## config.mk

```make
export PLATFORM = sky130hd
export DESIGN_NAME = gcw_device_flat
export DESIGN_NICKNAME = d
export VERILOG_FILES = /design/src/rtl/gcw_pkg.sv /design/src/rtl/gcw_if.sv /design/src/rtl/gcw_cmd_track.sv /design/src/rtl/gcw_device.sv /design/src/flat_wrapper.sv
export SDC_FILE = /design/constraint.sdc
export NUM_CORES = 1
export LEC_CHECK = 0
export BUFFER_PORTS_ARGS = -buffer_cell sky130_fd_sc_hd__buf_4
export CORE_MARGIN = 1.5
export CORE_UTILIZATION = 50
export CTS_BUF_LIST = sky130_fd_sc_hd__clkbuf_4
export DETAILED_ROUTE_END_ITERATION = 12
export GPL_TIMING_DRIVEN = 0
export HOLD_SLACK_MARGIN = 0.03
export PLACE_DENSITY = 0.73
export SLEW_MARGIN = 20
export SYNTH_ARGS = -nofsm -noshare
export SYNTH_HDL_FRONTEND = slang
export SYNTH_SLANG_ARGS = --single-unit
```

## constraint.sdc

```tcl
create_clock -name core_clk_i -period 2.44 [get_ports core_clk_i]
set_clock_uncertainty 0.2 [all_clocks]
set_input_delay 0 -clock core_clk_i [delete_from_list [all_inputs] [get_ports core_clk_i]]
set_output_delay 0 -clock core_clk_i [all_outputs]
set_load 0.01 [all_outputs]
```

## src/rtl/gcw_pkg.sv

```systemverilog
// Shared constants and types of the gateway control word decoder
package gcw_pkg;
    localparam int          IMAGE_BYTES    = 512;
    localparam int          IO_BYTES       = IMAGE_BYTES - 2;
    localparam int          TOGGLE_BIT     = 7;
    localparam int          CMD_LSB        = 4;
    localparam int          EXT_LSB        = 0;
    localparam int          NODE_LSB       = 8;
    localparam logic [2:0]  CMD_SET_NMT    = 3'h0;
    localparam logic [2:0]  CMD_GET_NODE   = 3'h1;
    localparam logic [2:0]  CMD_GET_STATUS = 3'h2;
    localparam logic [2:0]  CMD_NOP        = 3'h7;
    localparam logic [3:0]  EXT_PREOP      = 4'h0;
    localparam logic [3:0]  EXT_OPER       = 4'h1;
    localparam logic [3:0]  EXT_RST_NODE   = 4'h2;
    localparam logic [3:0]  EXT_RST_COMM   = 4'h3;
    localparam logic [3:0]  EXT_STOP       = 4'h4;
    localparam logic [3:0]  EXT_UNKNOWN    = 4'h5;
    localparam logic [7:0]  NODE_SELF      = 8'h00;
    localparam logic [7:0]  NODE_ALL       = 8'h80;
    localparam logic [15:0] EMCY_NOT_ENA   = 16'hFF10;
    localparam logic [7:0]  ADDR_CMD       = 8'h00;
    localparam logic [7:0]  ADDR_STATUS    = 8'h04;
    localparam logic [7:0]  ADDR_IO_OUT    = 8'h08;
    localparam logic [7:0]  ADDR_IO_IN     = 8'h0C;
    localparam logic [7:0]  ADDR_LINK      = 8'h10;
    localparam int          IO_FRESH_BIT   = 16;

    typedef enum logic [1:0] {
        GCW_INIT  = 2'h0,
        GCW_PREOP = 2'h1,
        GCW_OPER  = 2'h3,
        GCW_STOP  = 2'h2
    } gcw_nmt_t;

    function automatic logic gcw_cmd_ok(input logic [2:0] cmd, input logic [3:0] ext);
        gcw_cmd_ok = (cmd == CMD_SET_NMT && ext <= EXT_STOP) || cmd == CMD_GET_NODE
                     || cmd == CMD_GET_STATUS || cmd == CMD_NOP;
    endfunction : gcw_cmd_ok

    function automatic logic [3:0] gcw_state_code(input gcw_nmt_t st);
        case (st)
            GCW_OPER: gcw_state_code = EXT_OPER;
            GCW_STOP: gcw_state_code = EXT_STOP;
            default:  gcw_state_code = EXT_PREOP;
        endcase
    endfunction : gcw_state_code
endpackage : gcw_pkg

```

## src/rtl/gcw_if.sv

```systemverilog
// Exchange image carrier between controller and gateway
`timescale 1ns/1ps
`default_nettype none
interface gcw_if;
    logic [15:0] ctrl_word;
    logic [15:0] io_out;
    logic        io_out_valid;
    logic [15:0] status_word;
    logic [15:0] io_in;
    logic        io_in_valid;
    modport ctl (output ctrl_word, output io_out, output io_out_valid,
                 input status_word, input io_in, input io_in_valid);
    modport dev (input ctrl_word, input io_out, input io_out_valid,
                 output status_word, output io_in, output io_in_valid);
endinterface : gcw_if
`default_nettype wire

```

## src/rtl/gcw_cmd_track.sv

```systemverilog
// New-command detector on the control word toggle flag
`timescale 1ns/1ps
`default_nettype none
module gcw_cmd_track
    import gcw_pkg::*;
(
    input  wire logic        core_clk_i,
    input  wire logic        rst_n_i,
    input  wire logic [15:0] ctrl_word_i,
    output logic             new_cmd_o,
    output logic             cmd_ok_o
);
    typedef struct packed {
        logic last_tog;
        logic new_cmd;
        logic cmd_ok;
    } gcw_trk_t;
    gcw_trk_t r, next_r;

    always_comb begin
        next_r         = r;
        next_r.new_cmd = ctrl_word_i[TOGGLE_BIT] != r.last_tog;
        next_r.cmd_ok  = gcw_cmd_ok(ctrl_word_i[CMD_LSB +: 3], ctrl_word_i[EXT_LSB +: 4]);
        next_r.last_tog = ctrl_word_i[TOGGLE_BIT];
    end

    always_ff @(posedge core_clk_i or negedge rst_n_i) begin
        if (!rst_n_i) begin
            r <= '0;
        end else begin
            r <= next_r;
        end
    end

    assign new_cmd_o = r.new_cmd;
    assign cmd_ok_o  = r.cmd_ok;
endmodule : gcw_cmd_track
`default_nettype wire

```

## src/rtl/gcw_device.sv

```systemverilog
// Gateway end: decodes the control word and drives the secondary network state
// Overview of operation
// - Byte 0: toggle, 3-bit command, 4-bit extension
// - Command 0 sets state by extension
// - Master: command acts on node or network
// - Slave: operational when PLC runs, else pre-operational
// - Command 1 returns recorded node state
// - Command 2 returns general status; 3-6 reserved
// - Command 7 does nothing; use when offline
// - Refuse secondary operational request with FF10h emergency
// - Send FF10h when returned to pre-operational; the code sends it only on command 0 extension 0, not after a reset
// - Controller uses node zero in slave role
// - Unsupervised node states are unavailable
// - Start-up: initialize, then pre-operational automatically
// - I/O moves only while operational
// - Operational master manages; slave answers requests
// - Resets restore settings, return to initialization
// - Command byte first, node number second
// - Node 0 self, 80h all, else one node
// - Status echoes last valid command and toggle
// - Control word occupies first two image bytes
//
// The address map and the APB interface to the registers were left to the implementer.
`timescale 1ns/1ps
`default_nettype none
module gcw_device
    import gcw_pkg::*;
#(
    parameter int NODES = 128
) (
    input  wire logic        core_clk_i,
    input  wire logic        rst_n_i,
    gcw_if.dev               link,
    input  wire logic        role_master_i,
    input  wire logic        sec_op_req_i,
    input  wire logic        node_st_wr_i,
    input  wire logic [6:0]  node_st_idx_i,
    input  wire logic [3:0]  node_st_val_i,
    input  wire logic        node_sup_i,
    input  wire logic [3:0]  can_status_i,
    input  wire logic [7:0]  err_node_i,
    input  wire logic [15:0] sec_rx_data_i,
    input  wire logic        sec_rx_valid_i,
    output logic [1:0]       nmt_state_o,
    output logic             plc_enabled_o,
    output logic             nmt_cmd_valid_o,
    output logic [3:0]       nmt_cmd_o,
    output logic [7:0]       nmt_node_o,
    output logic             emcy_valid_o,
    output logic [15:0]      emcy_code_o,
    output logic             reset_node_o,
    output logic             reset_comm_o,
    output logic [15:0]      sec_tx_data_o,
    output logic             sec_tx_valid_o
);
    typedef struct packed {
        gcw_nmt_t    state;
        logic        plc_en;
        logic [3:0]  net_state;
        logic [15:0] status;
        logic [15:0] io_in;
        logic        io_in_valid;
        logic        nmt_valid;
        logic [3:0]  nmt_cmd;
        logic [7:0]  nmt_node;
        logic        emcy;
        logic        rst_node;
        logic        rst_comm;
        logic [15:0] tx_data;
        logic        tx_valid;
    } gcw_dev_t;
    gcw_dev_t r, next_r;

    logic [4:0] node_mem [NODES];
    logic       new_cmd;
    logic       cmd_ok;
    logic       tog;
    logic [2:0] cmd;
    logic [3:0] ext;
    logic [7:0] node;
    logic [3:0] rsp;
    logic [4:0] entry;

    // Fields of the first image word, command byte first
    assign tog  = link.ctrl_word[TOGGLE_BIT];
    assign cmd  = link.ctrl_word[CMD_LSB +: 3];
    assign ext  = link.ctrl_word[EXT_LSB +: 4];
    assign node = link.ctrl_word[NODE_LSB +: 8];

    gcw_cmd_track u_track (
        .core_clk_i  (core_clk_i),
        .rst_n_i     (rst_n_i),
        .ctrl_word_i (link.ctrl_word),
        .new_cmd_o   (new_cmd),
        .cmd_ok_o    (cmd_ok)
    );

    // Supervised flag plus last reported state of each remote node
    always_ff @(posedge core_clk_i) begin
        if (node_st_wr_i) begin
            node_mem[node_st_idx_i] <= {node_sup_i, node_st_val_i};
        end
    end

    assign entry = node_mem[node[6:0]];

    always_comb begin
        next_r          = r;
        next_r.nmt_valid = 1'b0;
        next_r.emcy     = 1'b0;
        next_r.rst_node = 1'b0;
        next_r.rst_comm = 1'b0;
        next_r.io_in_valid = 1'b0;
        next_r.tx_valid = 1'b0;
        rsp             = ext;
        next_r.status[NODE_LSB +: 8] = err_node_i;
        if (r.state == GCW_INIT) begin
            next_r.state = GCW_PREOP;
        end
        // Secondary master asks for operational state
        if (sec_op_req_i && !role_master_i && r.state != GCW_INIT) begin
            if (r.plc_en) begin
                next_r.state = GCW_OPER;
            end else begin
                next_r.emcy = 1'b1;
            end
        end
        if (new_cmd) begin
            next_r.status[TOGGLE_BIT] = tog;
        end
        if (new_cmd && cmd_ok) begin
            case (cmd)
                CMD_SET_NMT: begin
                    if (node == NODE_SELF || !role_master_i) begin
                        case (ext)
                            EXT_OPER: begin
                                next_r.plc_en = 1'b1;
                                next_r.state  = GCW_OPER;
                            end
                            EXT_PREOP: begin
                                next_r.plc_en = 1'b0;
                                next_r.state  = GCW_PREOP;
                                next_r.emcy   = 1'b1;
                            end
                            EXT_STOP: begin
                                next_r.plc_en = 1'b0;
                                next_r.state  = GCW_STOP;
                            end
                            EXT_RST_NODE: begin
                                next_r.plc_en   = 1'b0;
                                next_r.state    = GCW_INIT;
                                next_r.rst_node = 1'b1;
                            end
                            default: begin
                                next_r.plc_en   = 1'b0;
                                next_r.state    = GCW_INIT;
                                next_r.rst_comm = 1'b1;
                            end
                        endcase
                    end else if (r.plc_en) begin
                        next_r.nmt_valid = 1'b1;
                        next_r.nmt_cmd   = ext;
                        next_r.nmt_node  = node;
                        if (node == NODE_ALL) begin
                            next_r.net_state = ext;
                        end
                    end
                end
                CMD_GET_NODE: begin
                    if (node == NODE_SELF || !role_master_i) begin
                        rsp = gcw_state_code(r.state);
                    end else if (node == NODE_ALL) begin
                        rsp = r.net_state;
                    end else begin
                        rsp = entry[4] ? entry[3:0] : EXT_UNKNOWN;
                    end
                end
                CMD_GET_STATUS: begin
                    rsp = can_status_i;
                end
                default: begin
                    rsp = ext;
                end
            endcase
            next_r.status[CMD_LSB +: 3] = cmd;
            next_r.status[EXT_LSB +: 4] = rsp;
        end
        // I/O words pass in either direction only while operational
        if (r.state == GCW_OPER) begin
            next_r.tx_valid    = link.io_out_valid;
            next_r.tx_data     = link.io_out_valid ? link.io_out : r.tx_data;
            next_r.io_in_valid = sec_rx_valid_i;
            next_r.io_in       = sec_rx_valid_i ? sec_rx_data_i : r.io_in;
        end
    end

    always_ff @(posedge core_clk_i or negedge rst_n_i) begin
        if (!rst_n_i) begin
            r           <= '0;
            r.state     <= GCW_INIT;
            r.net_state <= EXT_PREOP;
        end else begin
            r <= next_r;
        end
    end

    assign link.status_word = r.status;
    assign link.io_in       = r.io_in;
    assign link.io_in_valid = r.io_in_valid;
    assign nmt_state_o      = r.state;
    assign plc_enabled_o    = r.plc_en;
    assign nmt_cmd_valid_o  = r.nmt_valid;
    assign nmt_cmd_o        = r.nmt_cmd;
    assign nmt_node_o       = r.nmt_node;
    assign emcy_valid_o     = r.emcy;
    assign emcy_code_o      = EMCY_NOT_ENA;
    assign reset_node_o     = r.rst_node;
    assign reset_comm_o     = r.rst_comm;
    assign sec_tx_data_o    = r.tx_data;
    assign sec_tx_valid_o   = r.tx_valid;
endmodule : gcw_device
`default_nettype wire

```

## src/flat_wrapper.sv

```systemverilog
// flat-port wrapper written by rule: the top's interface ports become plain ports
module gcw_device_flat import gcw_pkg::*;
#(
    parameter int NODES = 128
)
  (core_clk_i, rst_n_i, role_master_i, sec_op_req_i, node_st_wr_i, node_st_idx_i, node_st_val_i, node_sup_i, can_status_i, err_node_i, sec_rx_data_i, sec_rx_valid_i, nmt_state_o, plc_enabled_o, nmt_cmd_valid_o, nmt_cmd_o, nmt_node_o, emcy_valid_o, emcy_code_o, reset_node_o, reset_comm_o, sec_tx_data_o, sec_tx_valid_o, link_ctrl_word, link_io_out, link_io_out_valid, link_status_word, link_io_in, link_io_in_valid);
  gcw_if link_i ();
  input  wire logic core_clk_i;
  input  wire logic rst_n_i;
  input  wire logic role_master_i;
  input  wire logic sec_op_req_i;
  input  wire logic node_st_wr_i;
  input  wire logic [6:0] node_st_idx_i;
  input  wire logic [3:0] node_st_val_i;
  input  wire logic node_sup_i;
  input  wire logic [3:0] can_status_i;
  input  wire logic [7:0] err_node_i;
  input  wire logic [15:0] sec_rx_data_i;
  input  wire logic sec_rx_valid_i;
  output logic [1:0] nmt_state_o;
  output logic plc_enabled_o;
  output logic nmt_cmd_valid_o;
  output logic [3:0] nmt_cmd_o;
  output logic [7:0] nmt_node_o;
  output logic emcy_valid_o;
  output logic [15:0] emcy_code_o;
  output logic reset_node_o;
  output logic reset_comm_o;
  output logic [15:0] sec_tx_data_o;
  output logic sec_tx_valid_o;
  input wire logic [$bits(link_i.ctrl_word)-1:0] link_ctrl_word;
  input wire logic [$bits(link_i.io_out)-1:0] link_io_out;
  input wire logic [$bits(link_i.io_out_valid)-1:0] link_io_out_valid;
  output wire logic [$bits(link_i.status_word)-1:0] link_status_word;
  output wire logic [$bits(link_i.io_in)-1:0] link_io_in;
  output wire logic [$bits(link_i.io_in_valid)-1:0] link_io_in_valid;
  assign link_i.ctrl_word = link_ctrl_word;
  assign link_i.io_out = link_io_out;
  assign link_i.io_out_valid = link_io_out_valid;
  assign link_status_word = link_i.status_word;
  assign link_io_in = link_i.io_in;
  assign link_io_in_valid = link_i.io_in_valid;
  gcw_device #(.NODES(NODES)) u_core (.core_clk_i(core_clk_i), .rst_n_i(rst_n_i), .link(link_i), .role_master_i(role_master_i), .sec_op_req_i(sec_op_req_i), .node_st_wr_i(node_st_wr_i), .node_st_idx_i(node_st_idx_i), .node_st_val_i(node_st_val_i), .node_sup_i(node_sup_i), .can_status_i(can_status_i), .err_node_i(err_node_i), .sec_rx_data_i(sec_rx_data_i), .sec_rx_valid_i(sec_rx_valid_i), .nmt_state_o(nmt_state_o), .plc_enabled_o(plc_enabled_o), .nmt_cmd_valid_o(nmt_cmd_valid_o), .nmt_cmd_o(nmt_cmd_o), .nmt_node_o(nmt_node_o), .emcy_valid_o(emcy_valid_o), .emcy_code_o(emcy_code_o), .reset_node_o(reset_node_o), .reset_comm_o(reset_comm_o), .sec_tx_data_o(sec_tx_data_o), .sec_tx_valid_o(sec_tx_valid_o));
endmodule
```

# Yosys cells after proc, flatten, opt, wreduce, memory -nomap -nowiden
# Memory sizes are Yosys's and may differ from the RTL's.
# Index checks and enable logic that the tools add are counted.
[op_classes]
add_sub_neg = 0
mul = 0
n_div = 0
n_lt_le_gt_ge = 1
n_eq_ne = 10
n_shift = 0
muxes = 29
n_bitwise = 1
n_reduce_logical = 20
[op_table]
columns = ["cell", "count"]
rows = [
  ["16-bit 2-to-1 mux", 2],
  ["13-bit 2-to-1 mux", 2],
  ["4-bit 2-to-1 mux", 6],
  ["7-bit 2-to-1 mux", 2],
  ["1-bit 2-to-1 mux", 9],
  ["3-bit one-hot mux with 3 select lines", 1],
  ["8-bit == test, second input constant", 1],
  ["8-bit logical NOT", 1],
  ["4-bit one-hot mux with 2 select lines", 1],
  ["2-bit 2-to-1 mux", 3],
  ["3-bit 2-to-1 mux", 2],
  ["3-bit one-hot mux with 2 select lines", 1],
  ["5-bit AND reduction", 1],
  ["2-bit == test, second input constant", 2],
  ["4-bit by 1-bit == test with 1-bit output, second input constant", 1],
  ["4-bit by 2-bit == test with 1-bit output, second input constant", 1],
  ["4-bit by 3-bit == test with 1-bit output, second input constant", 1],
  ["4-bit by 3-bit <= comparator with 1-bit output, second input constant", 1],
  ["1-bit logical AND", 4],
  ["4-bit logical NOT", 1],
  ["1-bit logical OR", 4],
  ["2-bit AND reduction", 2],
  ["4-bit AND reduction", 1],
  ["4-bit OR reduction", 1],
  ["other kinds (10)", 10],
]
[word_totals]
reg_bits = 76
latch_bits = 0
mem_bits_rw = 640
mem_bits_ro = 0
inputBits = 79
output_inout_bits = 85
word_cells = 81
memories = 1
[memory_table]
columns = ["memory", "depth", "width", "read_ports", "rd_clocked_by_memory_dff", "write_ports", "line", "text"]
rows = [
  ["u_core.node_mem", 128, 5, 1, 0, 1, "gcw_device.sv:74", "logic [4:0] node_mem [NODES];"],
]

# Depth between registers and ports, before layout
# Gate-level depths: netlist of the first run.
[depth]
depth_word = 8
ltp_mapped = 13
mapped_depth_nobuf = 7

# Modules after synthesis
# Synthesis of the first run repeated with hierarchy kept, for this count alone.
[hier_totals]
hier_cells = 1555
area_unflattened_um2 = 28813.9
[by_module_without_submodules]
columns = ["module", "instances", "cells_per_inst", "area_per_inst_um2", "seq_area_each_um2"]
rows = [
  ["gcw_device", 1, 1544, 28683.8, 21045.2],
  ["gcw_cmd_track", 1, 11, 130.1, 75.1],
]

# Worst setup path after synthesis of the first run
# No wires, ideal clock.
[synth_timing]
path_kind = "register -> register"
from = "memory u_core.node_mem[119][0]"
to = "register u_core.r (netlist bit u_core.link.status_word[0])"
setup_ns = 0.143
arrival_time_ns = 1.858
t_required_ns = 2.097
setup_slack_ns = 0.238
stages_incl_launch_ff = 8
n_path_buf = 0
period_less_slack_ns = 2.202
path_cell_list = "edfxtp_1 mux4_2 a22o_1 a221oi_1 o22ai_1 or4_1 o31ai_1 a31oi_1"
[synth_between]
elab_chain_cells = 5
[synth_rtl]
columns = ["item", "line", "text"]
rows = [
  ["start, declared", "gcw_device.sv:74", ""],
  ["memory read 128 x 5 bit", "n/a", ""],
  ["4-bit 2-to-1 mux", "gcw_device.sv:175", "rsp = entry[4] ? entry[3:0] : EXT_UNKNOWN;"],
  ["4-bit 2-to-1 mux", "gcw_device.sv:172", "end else if (node == NODE_ALL) begin"],
  ["4-bit 2-to-1 mux", "gcw_device.sv:170", "if (node == NODE_SELF || !role_master_i) begin"],
  ["4-bit one-hot mux with 2 select lines", "gcw_device.sv:132", "case (cmd)"],
  ["end signal, assigned", "gcw_device.sv:203", "r <= next_r;"],
  ["end, declared", "gcw_device.sv:72", "gcw_dev_t r, next_r;"],
]
# No other way between the ends.
# A chain may end at the register's enable or synchronous reset.

# Worst setup path in the final report of the first run
[layout_timing]
from = "input port link_ctrl_word[9]"
to = "register u_core.r (netlist bit u_core.link.status_word[3])"
[layout_between]
elab_chain_cells = 5
word_cells_on_any_way = 8
classes_between = "eq/ne: 1; mux: 4; reduce/logical: 2; memory: 1"
[layout_rtl]
columns = ["item", "line", "text"]
rows = [
  ["start, declared", "flat_wrapper.sv:31", "input wire logic [$bits(link_i.ctrl_word)-1:0] link_ctrl_word;"],
  ["memory read 128 x 5 bit", "n/a", ""],
  ["4-bit 2-to-1 mux", "gcw_device.sv:175", ""],
  ["4-bit 2-to-1 mux", "gcw_device.sv:172", ""],
  ["4-bit 2-to-1 mux (*)", "gcw_device.sv:170", ""],
  ["4-bit one-hot mux with 2 select lines (*)", "gcw_device.sv:132", ""],
]
# Every way passes the cells marked *; elsewhere a longest branch is shown, timed or not.

==> results of run 1 <==
[per-stage QoR]
| step | area [um2] | setup TNS, ps | power (mW) |
|---|---|---|---|
| floorplan | 29100 | 0 | 15.8 |
| global placement | 31100 | -15070 | 17.1 |
| detailed placement | 31100 | -40570 | 17.2 |
| CTS | 35200 | -11.3 | 27.0 |
| global route | 35200 | -351 | 28.0 |
| finish | 35200 | -237 | 27.1 |
[metal layers]
| metal | vias up | wire length [um] |
|---|---|---|
| li1 | 7224 | - |
| met1 | 8809 | 29200 |
| met2 | 1282 | 39200 |
| met3 | 255 | 9040 |
| met4 | 0 | 4230 |
| met5 | - | 0 |
[timing repair]
item,CTS,global route
endpoints found under the hold margin,1432,5
setup buffers,0,0
hold buffers,181,2
endpoints found under the setup margin,13,25
pin swaps,8,1
resized for setup,17,12
cloned,0,0
[cell usage after synthesis, types with 3 or more instances]
cell / instances
a21oi_1: 23
a221o_1: 3
a221oi_1: 9
a22o_1: 4
a22oi_1: 22
a31oi_1: 4
and2_1: 3
buf_12: 5
buf_2: 20
buf_4: 82
buf_6: 10
buf_8: 8
clkbuf_1: 29
clkbuf_4: 3
dfrtp_1: 76
edfxtp_1: 640
inv_1: 7
mux2_1: 9
mux2_2: 49
mux2i_1: 41
mux4_1: 7
mux4_2: 148
nand2_1: 46
nand2b_1: 6
nand3_1: 25
nand4_1: 6
nor2_1: 145
nor2b_1: 17
nor3_1: 15
o211ai_1: 4
o21ai_0: 16
o21ai_1: 3
o22ai_1: 3
o31ai_1: 3
or4_1: 3
[final timing paths]
check | start | depth (start not counted) | endpoint | slack [ps]
worst max register to register | u_core.node_mem[99][4] | 7 | u_core.link.status_word[1] | -60
worst max-delay path | link_ctrl_word[9] | 10 | u_core.link.status_word[3] | -80
max in group asynchronous | rst_n_i | 4 | u_core.sec_tx_data_o[0] | 770
min in group asynchronous | rst_n_i | 4 | u_core.link.status_word[15] | 610
worst min-delay path | link_ctrl_word[11] | 6 | u_core.link.status_word[3] | -270
worst min register to register | u_core.u_track.r[2] | 1 | u_core.u_track.new_cmd_o | 250
[cells by family after synthesis]
| kind of cell | count (synthesis) | synth area share |
|---|---|---|
| flops | 716 | 0.726 |
| mux | 254 | 0.157 |
| simple gates | 279 | 0.0426 |
| fa+ha+maj | 1 | 0.000344 |
| other cells | 2 | 0.000258 |
| xor+xnor | 2 | 0.000602 |
| buf+inv | 168 | 0.0425 |
| compound gates | 121 | 0.0300 |
[state kept, by name, summed over array words and instances, names as in the netlist, 2 cells and up]
name / count
u_core.link.io_in: 16
u_core.nmt_cmd_o: 4
u_core.nmt_node_o: 8
u_core.nmt_state_o: 2
u_core.r: 4
u_core.link.status_word: 16
u_core.sec_tx_data_o: 16
u_core.node_mem: 640
[critical path, cell delays in order]
cell	delay, ps
buf_4	180
buf_4	350
buf_2	390
buf_2	430
buf_2	490
mux4_2	380
mux2i_1	350
a41oi_1	230
nand4_1	270
o22ai_1	120
[final cells by class]
class	instances	area, um2	area share
diodes	7	17.5	0.000497
plain buffers	160	1210	0.0343
clock buffers	249	1870	0.0530
clock inverters	59	259	0.00735
inverters	8	30.0	0.000852
multi-input cells	673	6900	0.196
flip-flops and latches	716	21100	0.599
well taps	765	957	0.0272
repair buffers	317	2880	0.0817
[power by group through the flow]
stage / clock [mW] / sequential [mW] / combinational, mW
after floorplan: 0 / 14.1 / 1.74
after global placement: 0 / 14.1 / 2.98
after detailed placement: 0 / 14.2 / 3.04
after CTS: 9.63 / 13.9 / 3.46
after global routing: 10.2 / 14.0 / 3.77
final: 9.56 / 13.9 / 3.60
==> flow_summary_export.csv, run 1 <==
group,metric,value,unit
critical_path,required,3150,ps
sta,finalSetupViolations,4,
final_layout,final_core_util,0.612,
clock_network,clk_latency,1030,ps
detailed_routing,post_drt_via_cell_ratio,5.95,
sta,timing.hold.ws,-266,ps
worst_hold_path,worstHoldPathType,"primary input to flip-flop",
pwr,ir_drop,470,uV
synthesis,syn_avg_cell_area,18.8,um2
synthesis,synth_area_leaders,"edfxtp_1, mux4_2, dfrtp_1",
synthesis,synth.largest_area_cell,"edfxtp_1",
synthesis,yosys_warnings,0,
placement,gp_congestion,0.953,
grt,antenna_found_initial,3,
critical_path,worstSetupStartpointType,"primary input",
clock_network,h-tree-depth,4,
detailed_routing,dr_total_vias,17600,
final_layout,fin_nets,2129,
critical_path,end_kind,"flip-flop",
die,io_pins,164,
detailed_routing,drtIter0Drc,2392,
sta,hold_violations,8,
die,die_width,244,um
critical_path,critPathArrivalTime,3230,ps
final_layout,mostFrequentLayoutCell,"edfxtp_1",
pwr,swShare,0.246,
detailed_routing,ant_nets,0,
sta,slew_violations,0,
die,start_util,0.505,
final_layout,drive_gt1_frac,0.347,
grt,top_usage_layer,"met2",
status,violations,"hold timing, setup timing",
clock_network,cts_tree,"built",
sta,rsz0062_at_grt,"true",
detailed_routing,wl,81700,um
grt,grt_overflow_total,0,
grt,grt_util_all_layers,0.279,
synthesis,synth_cell_types,76,
placement,place_ws,-1100,ps
placement,dpl.hpwl,49600,um
pwr,clkPwrFrac,0.353,
sta,fin_crit_sh,1.03,
placement,io_buffers,134,
clock_network,cts-root-buf,"clkbuf_4",
clock_network,clk_pin_slew,70,ps
grt,use_met1,0.351,
detailed_routing,drc,0,
sta,fmaxAchievable,397,MHz
pwr,p_sw,6.67,mW
final_layout,fillers,4013,
flow_run,drv_cap,0,
pwr,p_leak,12.4,nW
synthesis,ys_seq_area_frac,0.726,
die,die_h,244,um
clock_network,cts.path.max_buffers,3,
grt,grt_pass1_vias,18000,
synthesis,synth_edf_count,640,
grt,grtUsageMet3,0.0703,
sta,layout_setup_ws,-80.4,ps
detailed_routing,avgRoutedWirePerCell,27.6,um
pwr,p_comb_frac,0.133,
detailed_routing,dr.pass1.iters,7,
pwr,seq_power_share,0.514,
final_layout,layout_common_cells,"edfxtp_1, clkbuf_4, buf_4, dlygate4sd3_1, mux4_2",
synthesis,synth_top_area_share,0.661,
critical_path,crit_type,"primary input to flip-flop",
clock_network,cts_buffers,174,
sta,timing.slew.headroom,0.193,
final_layout,area_growth,21.2,%
sta,worstMarginPinSlew,1190,ps
critical_path,worst-path-max-fanout,10,
sta,timing.final.crit_period,2520,ps
grt,grtUsageMet2,0.443,
pwr,power.density,769,nW/um2
pwr,power.internal,20.4,mW
synthesis,ys_ff_latch,716,
synthesis,synth_cells,1543,
grt,grt_pass1_wl,118000,um
die,rows,88,
synthesis,synth_flop_cell,"edfxtp_1",
synthesis,synthArstFlopShare,0.106,
placement,dp.cells,2457,
grt,grt_max_degree,129,
clock_network,cts.sinks,716,
synthesis,mappedNetlistArea,29100,um2
die,die_area,59600,um2
final_layout,layout.cells.non_filler,2954,
status,status,"finished, violations left",
die,coreArea,57600,um2
No activity file was read; power rests on OpenSTA's default activity.
==> run 2: changes to the inputs <==
--- a/config.mk
+++ b/config.mk
@@ -5,14 +5,14 @@
 export SDC_FILE = /design/constraint.sdc
 export NUM_CORES = 1
 export LEC_CHECK = 0
+export ABC_CLOCK_PERIOD_IN_PS = 2440
 export BUFFER_PORTS_ARGS = -buffer_cell sky130_fd_sc_hd__buf_4
 export CORE_MARGIN = 1.5
 export CORE_UTILIZATION = 50
 export CTS_BUF_LIST = sky130_fd_sc_hd__clkbuf_4
 export DETAILED_ROUTE_END_ITERATION = 12
 export GPL_TIMING_DRIVEN = 0
-export HOLD_SLACK_MARGIN = 0.03
-export PLACE_DENSITY = 0.73
+export PLACE_DENSITY = 0.67
 export SLEW_MARGIN = 20
 export SYNTH_ARGS = -nofsm -noshare
 export SYNTH_HDL_FRONTEND = slang
==> run 2 against run 1 <==
The run ends with setup timing left. Via count is 0.18% lower. Routed wire length up 1.5%. Total power up 2.4%. Sequential share of layout area down 0.38 points. Worst hold slack better by 330 ps. Non-clock buffer count up 4. Clock-buffer cell count increased by 11. Global-route usage is 0.33 points higher. Critical path type is now flip-flop to flip-flop. Highest routed layer is now met5.
==> flow_summary_export.csv, run 2 (synthesized netlist as in run 1, its figures left out) <==
group,metric,value,unit
sta,timing.slew.headroom,0.164,
grt,grt_overflow_total,0,
sta,slew_violations,0,
placement,place_ws,-1110,ps
grt,grt_max_degree,129,
detailed_routing,dr_total_vias,17500,
grt,grt_pass1_wl,119000,um
detailed_routing,ant_nets,0,
critical_path,crit-reg2reg-capture,"u_core.link.status_word[1]",
detailed_routing,drc,0,
grt,grt_util_all_layers,0.282,
critical_path,slowest_delay,730,ps
worst_hold_path,worstHoldPathType,"primary input to flip-flop",
status,violations,"setup timing",
detailed_routing,wl,82900,um
critical_path,reg2reg_from,"u_core.node_mem[52][1]",
grt,antenna_found_initial,3,
critical_path,worstSetupStartpoint,"u_core.node_mem[52][1]",
sta,fin_crit_sh,1.09,
final_layout,final_core_util,0.616,
detailed_routing,dr.pass1.iters,5,
placement,dpl.hpwl,49400,um
status,status,"finished, violations left",
detailed_routing,post_drt_via_cell_ratio,5.92,
clock_network,cts_tree,"built",
clock_network,clk_pin_slew,70,ps
grt,grt_pass1_vias,17800,
critical_path,critPathArrivalTime,3350,ps
die,coreArea,57600,um2
die,rows,88,
critical_path,worstSetupStartpointType,"flip-flop",
final_layout,ff_latch_area,21100,um2
critical_path,ff2ff_setup_slack,-220,ps
sta,rsz0062_at_grt,"true",
final_layout,mostFrequentLayoutCell,"edfxtp_1",
critical_path,crit_type,"flip-flop to flip-flop",
sta,timing.final.crit_period,2660,ps
die,die_h,244,um
die,die_width,244,um
clock_network,cts.sinks,716,
clock_network,clk_latency,1060,ps
critical_path,end_kind,"flip-flop",
detailed_routing,avgRoutedWirePerCell,27.9,um
pwr,power.density,782,nW/um2
final_layout,drive_gt1_frac,0.353,
pwr,p_leak,12.5,nW
detailed_routing,drtIter0Drc,2056,
flow_run,drv_cap,0,
critical_path,worst-r2r-cell-count,6,
final_layout,layout_common_cells,"edfxtp_1, clkbuf_4, buf_4, dlygate4sd3_1, mux4_2",
final_layout,largest_register,"u_core.node_mem",
sta,fmaxAchievable,376,MHz
critical_path,required,3130,ps
final_layout,largest_reg_flops,640,
clock_network,h-tree-depth,4,
final_layout,fillers,4060,
sta,finalSetupViolations,5,
sta,hold_violations,0,
final_layout,area_growth,21.9,%
critical_path,endpoint,"u_core.link.status_word[1]",
placement,gp_congestion,0.945,
sta,layout_setup_ws,-218,ps
critical_path,worstPathCellList,"mux4_2 -> mux2i_1 -> o21ai_0 -> a2111oi_0 -> or4_1 -> o32ai_2",
final_layout,stdcell_area,35500,um2
placement,io_buffers,134,
sta,worstMarginPinSlew,1250,ps
final_layout,multi_input_area,6940,um2
critical_path,cpMaxStageDelayCell,"a2111oi_0",
clock_network,cts-root-buf,"clkbuf_4",
die,die_area,59600,um2
die,start_util,0.505,
clock_network,cts_buffers,182,
final_layout,fin_nets,2141,
placement,placed_area,31100,um2
critical_path,worst-path-max-fanout,1,
sta,finalSetupTns,-572,ps
pwr,ir_drop,489,uV
die,io_pins,164,
pwr,report.power.total,27.7,mW
clock_network,cts.path.max_buffers,3,
-- run 2: changes by cell type in the layout (fill, tap and decap cells not counted), sizes merged --
cell / change
clkinv: -10
dlygate4sd3: +8
clkbuf: +7
bufinv: +3
inv: +2
clkinvlp: +1
-- run 2: worst max-delay path, delay by kind of cell, from the launching register on --
family,cells,cell delay [ps]
AOI/OAI and AO/OA,3,940
DFF,1,370
muxes,2,690
and+or+nand+nor,1,290
-- run 2: area by class of cell --
type | count | area share
Multi-Input combinational cell | 673 | 0.196
Inverter | 8 | 0.000847
Buffer | 158 | 0.0338
Timing Repair Buffer | 323 | 0.0822
Clock inverter | 55 | 0.00942
Clock buffer | 260 | 0.0550
Tap cell | 765 | 0.0270
Antenna cell | 7 | 0.000494
Sequential cell | 716 | 0.596
-- run 2: timing repair --
action,CTS,global route
pin swaps,9,10
endpoints found under the hold margin,1432,37
setup endpoints to repair,16,35
hold buffers,187,3
setup buffers,0,0
gates resized for setup,19,16
-- run 2: power breakdown --
group	switching, mW	leakage [nW]	internal (mW)
clock network	4.89	1.36	5.31
registers	0.193	6.70	13.7
logic	1.71	4.39	1.90
total	6.80	12.5	20.9
-- run 2: metrics by stage --
stage               cells  hold WS, ps
finish               2965         59.2
global placement     2456        -89.5
detailed placement   2456        -89.4
CTS                  2958        -39.7
global route         2965         43.2
floorplan            1557         -496
-- run 2: worst min path at each step --
stage                             from                          end  cells past startpoint
detailed placement       err_node_i[5]  u_core.link.status_word[13]                      1
global placement         err_node_i[4]  u_core.link.status_word[12]                      1
CTS                 link_ctrl_word[10]   u_core.link.status_word[0]                      7
finish              link_ctrl_word[10]   u_core.link.status_word[0]                      7
floorplan                      rst_n_i          u_core.emcy_valid_o                      0
global route          node_st_idx_i[1]       u_core.node_mem[72][4]                      3
-- run 2: routing by layer --
metal  wire (um)  vias up  global-route usage  share of wire
met5          16        -                   0        0.00019
met4        3300        2               0.134          0.040
met3        8830      197              0.0731           0.11
met2       39500     1221               0.448           0.48
met1       31200     8865               0.365           0.38
li1            -     7254                   -              -
